==> config.mk <==
export PLATFORM = sky130hd
export DESIGN_NAME = interrupt_entry_return
export DESIGN_NICKNAME = d
export VERILOG_FILES = /design/src/hdl/irq_seq_pkg.sv /design/src/hdl/interrupt_entry_return.sv /design/src/hdl/vector_encoder.sv /design/src/hdl/frame_builder.sv
export VERILOG_INCLUDE_DIRS = /design/src /design/src/hdl
export SDC_FILE = /design/constraint.sdc
export NUM_CORES = 1
export LEC_CHECK = 0
export ABC_AREA = 0
export BUFFER_PORTS_ARGS = -buffer_cell sky130_fd_sc_hd__buf_2
export CORE_MARGIN = 2
export CORE_UTILIZATION = 50
export CTS_BUF_LIST = sky130_fd_sc_hd__clkbuf_8 sky130_fd_sc_hd__clkbuf_16
export DETAILED_ROUTE_END_ITERATION = 10
export GPL_ROUTABILITY_DRIVEN = 0
export PLACE_DENSITY = 0.76
export SETUP_SLACK_MARGIN = 0.05
export SLEW_MARGIN = 20
export SYNTH_ARGS = -nofsm -noshare
export SYNTH_HDL_FRONTEND = slang
export SYNTH_SLANG_ARGS = --single-unit
==> constraint.sdc <==
create_clock -name i_clk_sys -period 5.2 [get_ports i_clk_sys]
set_input_delay 0.26 -clock i_clk_sys [delete_from_list [all_inputs] [get_ports i_clk_sys]]
set_output_delay 0.26 -clock i_clk_sys [all_outputs]
set_load 0.1 [all_outputs]
==> src/hdl/irq_seq_map.svh <==
// Constants for the interrupt entry and return sequencer
`ifndef IRQ_SEQ_MAP_SVH
`define IRQ_SEQ_MAP_SVH
`define V_QUOTIENT 8'h00
`define V_DEBUG 8'h01
`define V_NMI 8'h02
`define V_BREAKPOINT 8'h03
`define V_OVERFLOW 8'h04
`define V_BOUND 8'h05
`define V_INVALID_OP 8'h06
`define V_NO_MATH 8'h07
`define V_DOUBLE 8'h08
`define V_SEG_OVERRUN 8'h09
`define V_BAD_TASK_STATE 8'h0a
`define V_SEG_ABSENT 8'h0b
`define V_STACK_FAULT 8'h0c
`define V_PROTECTION 8'h0d
`define V_PAGE 8'h0e
`define V_RSVD15 8'h0f
`define V_MATH 8'h10
`define V_ALIGN 8'h11
`define V_MACHINE_CHECK 8'h12
`define V_SIMD 8'h13
`define V_RSVD_LAST 8'h1f
`define V_USER_FIRST 8'h20
`define IF_BIT 9
`define ENTRY_BYTES 32'h0000_0004
`define ERRCODE_VEC_MASK 32'h0002_7d00
`define FRAME_SAME 3'h3
`define FRAME_SWITCH 3'h5
`endif

==> src/hdl/irq_seq_pkg.sv <==
// Types for the interrupt entry and return sequencer
package irq_seq_pkg;
	typedef struct packed {
		logic trap_type;
		logic [1:0] dpl;
		logic present;
		logic [15:0] code_sel;
		logic [31:0] offset;
	} gate_t;
	typedef struct packed {
		logic [31:0] flags;
		logic [15:0] cs;
		logic [31:0] ip;
		logic [15:0] ss;
		logic [31:0] sp;
	} cpu_state_t;
	typedef enum logic [4:0] {
		EV_NONE, EV_QUOTIENT, EV_DEBUG, EV_NMI, EV_BREAKPOINT, EV_OVERFLOW, EV_BOUND,
		EV_INVALID_OP, EV_NO_MATH, EV_DOUBLE, EV_BAD_TASK_STATE, EV_SEG_ABSENT,
		EV_STACK_FAULT, EV_PROTECTION, EV_PAGE, EV_MATH, EV_ALIGN, EV_MACHINE_CHECK,
		EV_SIMD
	} event_t;
	typedef enum logic [2:0] {
		ST_IDLE, ST_GATE, ST_TSS, ST_PUSH, ST_POP, ST_DONE
	} seq_state_t;
endpackage

==> src/hdl/interrupt_entry_return.sv <==
// Interrupt and exception handler entry and return sequencer
// What this block does
// - Vector selects an interrupt-type or trap-type gate; handler entered through it.
// - Gate supplies access rights, handler code selector and handler offset.
// - Interrupt-type gate entry clears the interrupt enable flag.
// - Trap-type gate entry leaves the interrupt enable flag unchanged.
// - Vectors 0 divide, 1 debug, 2 non-maskable, 3 breakpoint, 4 overflow.
// - Vector 5 bound range, vector 6 invalid or reserved opcode.
// - Vector 7 math unit unavailable; vector 9 reserved, never raised.
// - Vector 8 double fault.
// - Vector 10 bad task state area, vector 11 segment absent.
// - Vector 12 stack fault, 13 protection fault, 14 page fault.
// - Vector 16 math, 17 alignment, 18 machine check, 19 SIMD.
// - Vectors 15, 20-31 reserved; 32-255 maskable external or software.
// - Same privilege keeps stack; more privileged handler switches stacks.
// - No switch: push flags, selector, pointer, error code, load gate, start.
// - Switch: hold old state, load new stack from task state area.
// - Switch: push held stack selector, pointer, flags, selector, pointer, error.
// - Switch: load gate selector and pointer, clear flag for interrupt-type gate, run at new level.
// - Return restores flags as well as code selector and pointer.
// - Same-level return restores selector, pointer, flags and pops the frame.
// - Cross-level return checks privilege, then restores state and old stack.
// - Predefined vectors 0-8, 10-14, 16-19; 32-255 index descriptor entries.
`timescale 1ns/1ns
`default_nettype none
`include "irq_seq_map.svh"
module interrupt_entry_return
	import irq_seq_pkg::*;
(
	input wire logic i_clk_sys,
	input wire logic i_srst,
	input wire cpu_state_t i_cur,
	input wire logic [1:0] i_cpl,
	input wire event_t i_event,
	input wire logic [31:0] i_err,
	input wire logic i_maskable_request_pin,
	input wire logic [7:0] i_ext_vector,
	input wire logic i_return_from_interrupt,
	output logic o_gate_rd,
	output logic [7:0] o_gate_vector,
	input wire logic i_gate_vld,
	input wire gate_t i_gate,
	output logic o_tss_rd,
	output logic [1:0] o_tss_level,
	input wire logic i_tss_vld,
	input wire logic [15:0] i_tss_ss,
	input wire logic [31:0] i_tss_sp,
	output logic o_mem_wr,
	output logic o_mem_rd,
	output logic [31:0] o_mem_addr,
	output logic [31:0] o_mem_wdata,
	input wire logic i_mem_ack,
	input wire logic [31:0] i_mem_rdata,
	output logic o_busy,
	output logic o_load,
	output cpu_state_t o_new,
	output logic [1:0] o_new_cpl,
	output logic o_priv_error
);
	// ----------------------------------------
	// Vector selection
	// ----------------------------------------
	logic [7:0] exc_vector;
	logic exc_err;
	vector_encoder u_enc (
		.i_event(i_event),
		.o_vector(exc_vector),
		.o_err_code(exc_err)
	);
	wire exc_req = (i_event != EV_NONE);
	wire irq_req = i_maskable_request_pin && i_cur.flags[`IF_BIT];
	// Only 32-255 taken from the pin
	wire ext_ok = (i_ext_vector >= `V_USER_FIRST);
	seq_state_t state_q, state_d;
	cpu_state_t held_q;
	gate_t gate_q;
	logic [7:0] vec_q;
	logic err_q, switch_q, ret_q, cross_q;
	logic [31:0] err_val_q, sp_q;
	logic [15:0] ss_q;
	logic [2:0] slot_q, last_q;
	logic [1:0] cpl_q;
	logic [31:0] pop_q [0:4];
	logic [31:0] push_word;
	// ----------------------------------------
	// Frame word selection
	// ----------------------------------------
	frame_builder u_frame (
		.i_held(held_q),
		.i_switch(switch_q),
		.i_slot(slot_q),
		.i_err(err_val_q),
		.o_word(push_word)
	);
	// More privileged handler needs a new stack
	wire need_switch = i_gate.dpl < cpl_q;
	wire [2:0] frame_len = need_switch ? `FRAME_SWITCH : `FRAME_SAME;
	wire [2:0] push_last = err_q ? frame_len : frame_len - 3'd1;
	// Return level is popped code selector privilege
	wire [1:0] ret_rpl = pop_q[1][1:0];
	wire ret_cross = ret_rpl != cpl_q;
	wire ret_bad = ret_rpl < cpl_q;
	wire pop_end = (slot_q == last_q) || (slot_q == 3'd2 && !ret_cross);
	wire [31:0] sp_dec = sp_q - `ENTRY_BYTES;
	wire [31:0] sp_inc = sp_q + `ENTRY_BYTES;
	// ----------------------------------------
	// Sequencer
	// ----------------------------------------
	always_comb begin
		state_d = state_q;
		case (state_q)
			ST_IDLE: begin
				if (i_return_from_interrupt) begin
					state_d = ST_POP;
				end else if (exc_req || (irq_req && ext_ok)) begin
					state_d = ST_GATE;
				end
			end
			ST_GATE: begin
				if (i_gate_vld) begin
					state_d = need_switch ? ST_TSS : ST_PUSH;
				end
			end
			ST_TSS: begin
				if (i_tss_vld) begin
					state_d = ST_PUSH;
				end
			end
			ST_PUSH: begin
				if (i_mem_ack && slot_q == last_q) begin
					state_d = ST_DONE;
				end
			end
			ST_POP: begin
				if (i_mem_ack && pop_end) begin
					state_d = ST_DONE;
				end
			end
			default: state_d = ST_IDLE;
		endcase
	end
	always_ff @(posedge i_clk_sys) begin
		if (i_srst) begin
			state_q <= ST_IDLE;
		end else begin
			state_q <= state_d;
		end
	end
	// ----------------------------------------
	// Request capture and held state
	// ----------------------------------------
	always_ff @(posedge i_clk_sys) begin
		if (i_srst) begin
			vec_q <= 8'h00;
			err_q <= 1'b0;
			err_val_q <= 32'h0000_0000;
			held_q <= '0;
			cpl_q <= 2'h0;
			ret_q <= 1'b0;
		end else if (state_q == ST_IDLE) begin
			held_q <= i_cur;
			cpl_q <= i_cpl;
			err_val_q <= i_err;
			ret_q <= i_return_from_interrupt;
			vec_q <= exc_req ? exc_vector : i_ext_vector;
			err_q <= exc_req && exc_err;
		end
	end
	always_ff @(posedge i_clk_sys) begin
		if (i_srst) begin
			gate_q <= '0;
			switch_q <= 1'b0;
		end else if (state_q == ST_GATE && i_gate_vld) begin
			gate_q <= i_gate;
			switch_q <= need_switch;
		end else if (state_q == ST_IDLE) begin
			switch_q <= 1'b0;
		end
	end
	// ----------------------------------------
	// Stack pointer and slot walk
	// ----------------------------------------
	always_ff @(posedge i_clk_sys) begin
		if (i_srst) begin
			sp_q <= 32'h0000_0000;
			ss_q <= 16'h0000;
			slot_q <= 3'h0;
			last_q <= 3'h0;
		end else begin
			case (state_q)
				ST_IDLE: begin
					sp_q <= i_cur.sp;
					ss_q <= i_cur.ss;
					slot_q <= 3'h0;
					last_q <= `FRAME_SWITCH - 3'd1;
				end
				ST_GATE: begin
					last_q <= push_last;
					if (i_gate_vld && !need_switch) begin
						sp_q <= sp_dec;
					end
				end
				ST_TSS: begin
					// New stack from task state area
					if (i_tss_vld) begin
						ss_q <= i_tss_ss;
						sp_q <= i_tss_sp - `ENTRY_BYTES;
					end
				end
				ST_PUSH: begin
					if (i_mem_ack) begin
						slot_q <= slot_q + 3'd1;
						if (slot_q != last_q) begin
							sp_q <= sp_dec;
						end
					end
				end
				ST_POP: begin
					if (i_mem_ack) begin
						slot_q <= slot_q + 3'd1;
						sp_q <= sp_inc;
						if (slot_q == 3'd2 && !ret_cross) begin
							last_q <= 3'd2;
						end
					end
				end
				default: begin
					slot_q <= 3'h0;
				end
			endcase
		end
	end
	// Popped words: ip, cs, flags, sp, ss
	genvar gi;
	generate
		for (gi = 0; gi < 5; gi = gi + 1) begin : g_pop
			always_ff @(posedge i_clk_sys) begin
				if (i_srst) begin
					pop_q[gi] <= 32'h0000_0000;
				end else if (state_q == ST_POP && i_mem_ack && slot_q == 3'(gi)) begin
					pop_q[gi] <= i_mem_rdata;
				end
			end
		end
	endgenerate
	always_ff @(posedge i_clk_sys) begin
		if (i_srst) begin
			cross_q <= 1'b0;
		end else if (state_q == ST_POP && i_mem_ack && slot_q == 3'd2) begin
			cross_q <= ret_cross;
		end
	end
	// ----------------------------------------
	// Outputs
	// ----------------------------------------
	cpu_state_t entry_state, ret_state;
	logic [31:0] entry_flags;
	always_comb begin
		entry_flags = held_q.flags;
		if (!gate_q.trap_type) begin
			entry_flags[`IF_BIT] = 1'b0;
		end
		// Handler selector and pointer from gate
		entry_state = '{flags: entry_flags, cs: gate_q.code_sel, ip: gate_q.offset,
			ss: ss_q, sp: sp_q};
		// Flags restored with selector and pointer
		ret_state = '{flags: pop_q[2], cs: pop_q[1][15:0], ip: pop_q[0],
			ss: cross_q ? pop_q[4][15:0] : held_q.ss, sp: cross_q ? pop_q[3] : sp_q};
	end
	wire done = state_q == ST_DONE;
	// First pop address is the live stack pointer
	wire [31:0] mem_addr_d = (state_q == ST_IDLE) ? i_cur.sp : sp_q;
	// Level held from the valid gate
	wire [1:0] tss_level_d = (state_q == ST_GATE && i_gate_vld) ? i_gate.dpl : o_tss_level;
	always_ff @(posedge i_clk_sys) begin
		if (i_srst) begin
			o_gate_rd <= 1'b0;
			o_gate_vector <= 8'h00;
			o_tss_rd <= 1'b0;
			o_tss_level <= 2'h0;
			o_mem_wr <= 1'b0;
			o_mem_rd <= 1'b0;
			o_mem_addr <= 32'h0000_0000;
			o_mem_wdata <= 32'h0000_0000;
			o_busy <= 1'b0;
			o_load <= 1'b0;
			o_new <= '0;
			o_new_cpl <= 2'h0;
			o_priv_error <= 1'b0;
		end else begin
			o_gate_rd <= state_d == ST_GATE;
			o_gate_vector <= (state_q == ST_IDLE) ? (exc_req ? exc_vector : i_ext_vector) : vec_q;
			o_tss_rd <= state_d == ST_TSS;
			o_tss_level <= tss_level_d;
			// Pushes on the current or new stack
			// Strobe rests one cycle after each ack
			o_mem_wr <= state_q == ST_PUSH && !i_mem_ack;
			o_mem_rd <= state_d == ST_POP && !i_mem_ack;
			o_mem_addr <= mem_addr_d;
			o_mem_wdata <= push_word;
			o_busy <= state_d != ST_IDLE;
			o_load <= done && !(ret_q && cross_q && ret_bad);
			o_new <= ret_q ? ret_state : entry_state;
			o_new_cpl <= ret_q ? pop_q[1][1:0] : (switch_q ? gate_q.dpl : cpl_q);
			// Return to a more privileged level refused
			o_priv_error <= done && ret_q && cross_q && ret_bad;
		end
	end
endmodule
`default_nettype wire

==> src/hdl/vector_encoder.sv <==
// Maps internal fault events to their vector numbers
`timescale 1ns/1ns
`default_nettype none
`include "irq_seq_map.svh"
module vector_encoder
	import irq_seq_pkg::*;
(
	input wire event_t i_event,
	output logic [7:0] o_vector,
	output logic o_err_code
);
	always_comb begin
		case (i_event)
			EV_QUOTIENT: o_vector = `V_QUOTIENT;
			EV_DEBUG: o_vector = `V_DEBUG;
			EV_NMI: o_vector = `V_NMI;
			EV_BREAKPOINT: o_vector = `V_BREAKPOINT;
			EV_OVERFLOW: o_vector = `V_OVERFLOW;
			EV_BOUND: o_vector = `V_BOUND;
			EV_INVALID_OP: o_vector = `V_INVALID_OP;
			EV_NO_MATH: o_vector = `V_NO_MATH;
			EV_DOUBLE: o_vector = `V_DOUBLE;
			EV_BAD_TASK_STATE: o_vector = `V_BAD_TASK_STATE;
			EV_SEG_ABSENT: o_vector = `V_SEG_ABSENT;
			EV_STACK_FAULT: o_vector = `V_STACK_FAULT;
			EV_PROTECTION: o_vector = `V_PROTECTION;
			EV_PAGE: o_vector = `V_PAGE;
			EV_MATH: o_vector = `V_MATH;
			EV_ALIGN: o_vector = `V_ALIGN;
			EV_MACHINE_CHECK: o_vector = `V_MACHINE_CHECK;
			EV_SIMD: o_vector = `V_SIMD;
			default: o_vector = `V_QUOTIENT;
		endcase
	end
	wire [31:0] err_mask = `ERRCODE_VEC_MASK;
	assign o_err_code = (o_vector < `V_USER_FIRST) ? err_mask[o_vector[4:0]] : 1'b0;
endmodule
`default_nettype wire

==> src/hdl/frame_builder.sv <==
// Selects the stack word for each push slot of an entry frame
`timescale 1ns/1ns
`default_nettype none
module frame_builder
	import irq_seq_pkg::*;
(
	input wire cpu_state_t i_held,
	input wire logic i_switch,
	input wire logic [2:0] i_slot,
	input wire logic [31:0] i_err,
	output logic [31:0] o_word
);
	logic [2:0] idx;
	always_comb begin
		idx = i_switch ? i_slot : i_slot + 3'd2;
		case (idx)
			3'd0: o_word = {16'h0000, i_held.ss};
			3'd1: o_word = i_held.sp;
			3'd2: o_word = i_held.flags;
			3'd3: o_word = {16'h0000, i_held.cs};
			3'd4: o_word = i_held.ip;
			default: o_word = i_err;
		endcase
	end
endmodule
`default_nettype wire

Word level (Yosys, flattened, before mapping) --
Memory sizes are Yosys's and may differ from the RTL's. Cells that the tools add are included.
Word-level totals: ROM bits 192, input bits 314, memory bits (writable) 160, flip-flop bits (word level) 483, memories 3, word-level logic and storage cells 184, output and inout bits 211
Operators by class: $lt $le $gt $ge 5, equality and inequality tests 26, add/sub/neg operators 6, multiplexer cells 59, bitwise gates (word level) 6, reduce and logical (&&, ||, !) cells 43
Memory list:
- (no name shown) | depth 32, bits a word 5, read ports 1, clocked after Yosys merged registers in 0, write ports 0, line vector_encoder.sv:13 | case (i_event)
- pop_q | depth 5, bits a word 32, read ports 5, clocked after Yosys merged registers in 0, write ports 5, line interrupt_entry_return.sv:83 | logic [31:0] pop_q [0:4];
- (no name shown) | depth 32, bits a word 1, read ports 1, clocked after Yosys merged registers in 0, write ports 0, line vector_encoder.sv:36 | assign o_err_code = (o_vector < `V_USER_FIRST) ? err_mask[o_vector[4:0]] : 1'b0;
Operators with widths (count):
- 2-to-1 mux 32 bit | 12
- one-hot mux 32 bit (5 select lines) | 2
- 2-to-1 mux 128 bit | 1
- subtractor 32 x 3 -> 32 bit, second input constant | 2
- 2-to-1 mux 3 bit | 12
- adder 32 x 3 -> 32 bit, second input constant | 1
- 2-to-1 mux 16 bit | 2
- one-hot mux 16 bit (2 select lines) | 1
- 2-to-1 mux 1 bit | 23
- logical AND 1 bit | 22
- == test 3 x 2 -> 1 bit, second input constant | 7
- == test 3 bit, second input constant | 5
- one-hot mux 3 bit (5 select lines) | 1
- == test 3 x 1 -> 1 bit, second input constant | 4
- inequality test 2 bit, second input constant | 6
- nonzero test 5 bit | 2
- logical NOT 3 bit | 3
- one-hot mux 3 bit (3 select lines) | 1
- greater-or-equal comparator 8 x 6 -> 1 bit, second input constant | 1
- < comparator 8 x 6 -> 1 bit, second input constant | 1
- 2-to-1 mux 8 bit | 1
- < comparator 5 x 6 -> 1 bit, second input constant | 1
- one-hot mux 3 bit (2 select lines) | 1
- AND reduction 6 bit | 1
- 18 further kinds | 32

Logic depth before layout (Yosys ltp) --
An unclocked memory read counts as a cell.
depth after elaboration 10, mapped depth 14

By module --
Synthesis repeated with hierarchy kept, for this count alone.
Second synthesis, totals: cell total of the unflattened synthesis 2951, area total of the unflattened synthesis 26451.6 um^2
Modules (own cells, without submodules):
- interrupt_entry_return | times used 1, area an instance 24313.3 um^2, cells each 2633, sequential area each 13513.0 um^2
- frame_builder | times used 1, area an instance 1836.8 um^2, cells each 275, sequential area each 0.0 um^2
- vector_encoder | times used 1, area an instance 301.5 um^2, cells each 43, sequential area each 0.0 um^2

Worst setup path after synthesis --
OpenSTA, ideal clock, no wires.
path kind reg2reg, start register state_q[2], end register sp_q[25], library setup time 0.127 ns, path slack 1.554 ns, stages on the path, launching flop included 15, arrival time 3.519 ns, path through dfxtp_1 -> clkbuf_1 -> inv_2 -> nor3_1 -> inv_2 -> ha_1 -> clkbuf_1 -> nand2_1 -> or3_1 -> a211oi_1 -> o311ai_1 -> a31oi_1 -> a41oi_1 -> nor4b_1 -> or3_1
Between the ends: cells in the longest elaborated chain, start to end 3
RTL lines:
- from (decl) | line interrupt_entry_return.sv:74 | seq_state_t state_q, state_d;
- from (signal assigned) | line interrupt_entry_return.sv:146 | state_q <= state_d;
- == test 3 bit, or another cell as far along | line interrupt_entry_return.sv:190 | case (state_q)
- nonzero test 5 bit (no line) / inequality test 2 bit (equally long branches)
- AND reduction 6 bit (no line)
- to (signal assigned) | line interrupt_entry_return.sv:192 | sp_q <= i_cur.sp;
- to (signal assigned) | line interrupt_entry_return.sv:200 | sp_q <= sp_dec;
- to (signal assigned) | line interrupt_entry_return.sv:207 | sp_q <= i_tss_sp - `ENTRY_BYTES;
- to (decl) | line interrupt_entry_return.sv:79 | logic [31:0] err_val_q, sp_q;
Several ways; a longest one is shown, not always the timed one. A chain may end at the register's enable or synchronous reset.

Final worst setup path --
start register state_q[1], end register sp_q[27]
The elaborated chain is that of the path after synthesis.

==> results.yml <==
synth:
  ys_ff_latch: 611
  syn_inst: 2883
  synth_top_area_share_pct: 37.9
  synth_fp_nets: 3246
  synthAdderAreaFrac_pct: 2.43
  synth-simple-area-share_pct: 20.7
  async_flop_share_pct: 0
  syn_avg_cell_area_um2: 8.84
  ys.flop_type: "dfxtp_1"
  synth_top_family_by_area: "simple AND/OR/NAND/NOR gates"
  synthTopCellsByCount: "693 x nand2_1, 483 x dfxtp_1, 342 x a21oi_1"
  synth_most_common_cell: "nand2_1"
  synth.area.mux_share_pct: 4.09
  synthDistinctLibCells: 76
  synth-compound-area-share_pct: 14.5
  ys_seq_area_share_pct: 53.0
  netlist_area_um2: 25500
  yosys.area.top_type: "dfxtp_1"
  synth_area_leaders: "dfxtp_1 38%, edfxtp_1 15%, nand2_1 10%, a21oi_1 6.7%, mux2i_1 4.0%"
  synth_edf_count: 128
  yosys.area_share.xor_xnor_pct: 1.65
  synth_warnings: 0
flow_run:
  max_cap_viol_count: 0
timing:
  min_period_over_period_pct: 75.8
  rsz0062_at_grt: "false"
  relSlewSlack_pct: 24.3
  fin_setup_tns_ns: 0
  layout_min_cycle_time_ns: 3.94
  clock_skew_ns: 0.0200
  worstMarginPinSlew_ns: 1.14
  fmax_ghz: 0.254
  setup_viol: 0
  hold_violations: 0
  final_max_slew_viol_count: 0
floorplanning:
  die_h_um: 230
  start_util_pct: 50.7
  dieArea_um2: 52800
  die_w_um: 230
  core.rowCount: 82
  pin_count: 525
  core_um2: 50300
worst_setup_path:
  crit_family: "compound AO/OA/AOI/OAI gates"
  crit_type: "reg -> reg"
  setup.worst_path.start_class: "register"
  r2r.worst_path.cells: 12
  critPathArrivalTime_ns: 4.43
  crit_required_ns: 5.69
  cp_common_cell: "a21oi_1"
  cp.depth: 12
  worstPathCellList: "nor3_1 -> inv_2 -> ha_1 -> a21oi_1 -> and2_1 -> a211oi_1 -> o311ai_1 -> a31oi_1 -> buf_4 -> or4_1 -> nand4_1 -> a21oi_1"
  critPathSlowestCell: "dfxtp_1"
  max_stage_delay_ns: 0.81
  path_buf_inv: 2
  r2r_start: "state_q[1]$_SDFF_PP0_"
  startpoint: "state_q[1]$_SDFF_PP0_"
  path_max_fanout: 21
  crit_path_end_kind: "register"
worst_hold_path:
  min_path_cells: 2
  hold_path_startpoint: "i_mem_rdata[31]"
  holdCritPathClass: "in -> reg"
route:
  drc: 0
  wl_um: 97100
  ant_nets: 0
  dr.pass1.iters: 6
  vias: 24700
  wire_per_inst_um: 22.8
  avgViaCountPerCell: 5.81
  drt_iter0_markers: 2743
power:
  p_leak_uw: 0.0141
  peakVddDrop_uv: 463
  powerDensity_nw_per_um2: 466
placement:
  dp.cells: 3899
  dpl.hpwl_um: 62800
  dpl_cell_area_um2: 28500
  portBuffers: 523
grt:
  grt_pass1_vias: 23300
  grt_max_degree: 186
  grt_pass1_wl_um: 141000
  gr-usage-all-layers_pct: 35.2
  grt_overflow: 0
  grt_antenna_before_repair: 16
clock_network:
  post_cts_buffers: 0
  cts_tree: "built"
  cts_sinks: 611
  cts.repair.resized: 0
  h-tree-depth: 2
  cts_buffers: 61
  root_buffer: "clkbuf_16"
  clkSlewWorstSetupHoldPaths_ns: 0.06
  hold_buffers: 234
  cts_buffer_depth: 3
  clkLatencyLatePin_ns: 0.63
cells_and_area:
  syn2layout_area_growth_pct: 29.5
  nNetsFinal: 3887
  stdcell_area_um2: 33000
  fin_cells: 4260
  drive_gt1_share_pct: 19.4
status:
  status: "finished clean"
sequential cells by signal, summed over array words and instances, names as in the netlist, 2 cells and up:
signal / count
o_new: 128
pop_q: 128
held_q: 97
entry_state: 48
err_val_q: 32
o_mem_addr: 32
o_mem_wdata: 32
sp_q: 32
entry_flags: 31
ss_q: 16
o_gate_vector: 8
last_q: 3
slot_q: 3
state_q: 3
cpl_q: 2
o_new_cpl: 2
o_tss_level: 2
power by group:
group	internal (µW)	total, µW	switching [µW]	leakage (µW)
logic	1380	4920	3540	0.00775
registers	5380	5810	433	0.00529
clock network	2710	4650	1930	0.00111
layout by cell type (no fill, tap or decap), types with 40 or more instances in the layout:
master,n
nand2_1,691
buf_2,522
dfxtp_1,482
a21oi_1,342
dlygate4sd3_1,234
nor2_1,220
edfxtp_1,128
mux2i_1,102
and3_1,86
clkbuf_16,64
and2_1,53
o21ai_0,48
ha_1,47
nor3_1,40
worst register-to-register path, cell delays in order, from the launching register on:
cell and delay (ns):
dfxtp_1 0.81, nor3_1 0.23, inv_2 0.39, ha_1 0.40, a21oi_1 0.24, and2_1 0.20, a211oi_1 0.11, o311ai_1 0.40
a31oi_1 0.24, buf_4 0.22, or4_1 0.40, nand4_1 0.11, a21oi_1 0.07
cell type report:
cell class,instances,area (µm²)
Clock buffer,77,1780
Timing Repair Buffer,789,5240
Inverter,25,93.8
Clock inverter,38,359
Sequential cell,611,13500
Fill cell,3952,17300
Tap cell,672,841
Antenna cell,12,30.0
Multi-Input combinational cell,2036,11200
metal layers:
metal  up-vias  track usage [%]  part of all wire (%)
li1      11300                -                     -
met5         -                0                 0.085
met1     11600             44.1                    39
met4        10             18.5                   5.8
met3       364             9.03                   9.9
met2      1508             56.0                    46
stage by stage:
stage	total power (µW)	hold WS [ns]	util, %	setup WS [ns]
after floorplan	9260	0.396	-	1.55
after global placement	10500	0.439	56.7	1.39
after detailed placement	10500	0.444	56.7	1.36
after CTS	15200	0.0163	65.6	1.34
after global routing	15900	0.0379	65.6	0.994
final	15400	0.0440	65.7	1.26
kinds of logic (layout without fill, tap and decap cells):
family / Yosys count / after routing
flip-flops: 611 / 611
XOR/XNOR: 48 / 48
other: 0 / 12
adder cells (fa/ha/maj): 49 / 49
AO/OA/AOI/OAI: 622 / 622
AND/OR/NAND/NOR: 1214 / 1214
multiplexers: 103 / 103
buffers and inverters: 236 / 929
worst paths after layout:
kind                                     end  slack (ns)
setup / recovery       sp_q[27]$_SDFFE_PP0P_        1.26
hold / removal    pop_q[3][31]$_SDFFCE_PN0P_        0.04
setup reg to reg       sp_q[27]$_SDFFE_PP0P_        1.26
hold reg to reg      held_q[58]$_SDFFE_PP0P_        0.45
Note: power is estimated with default switching activity, not from simulation.
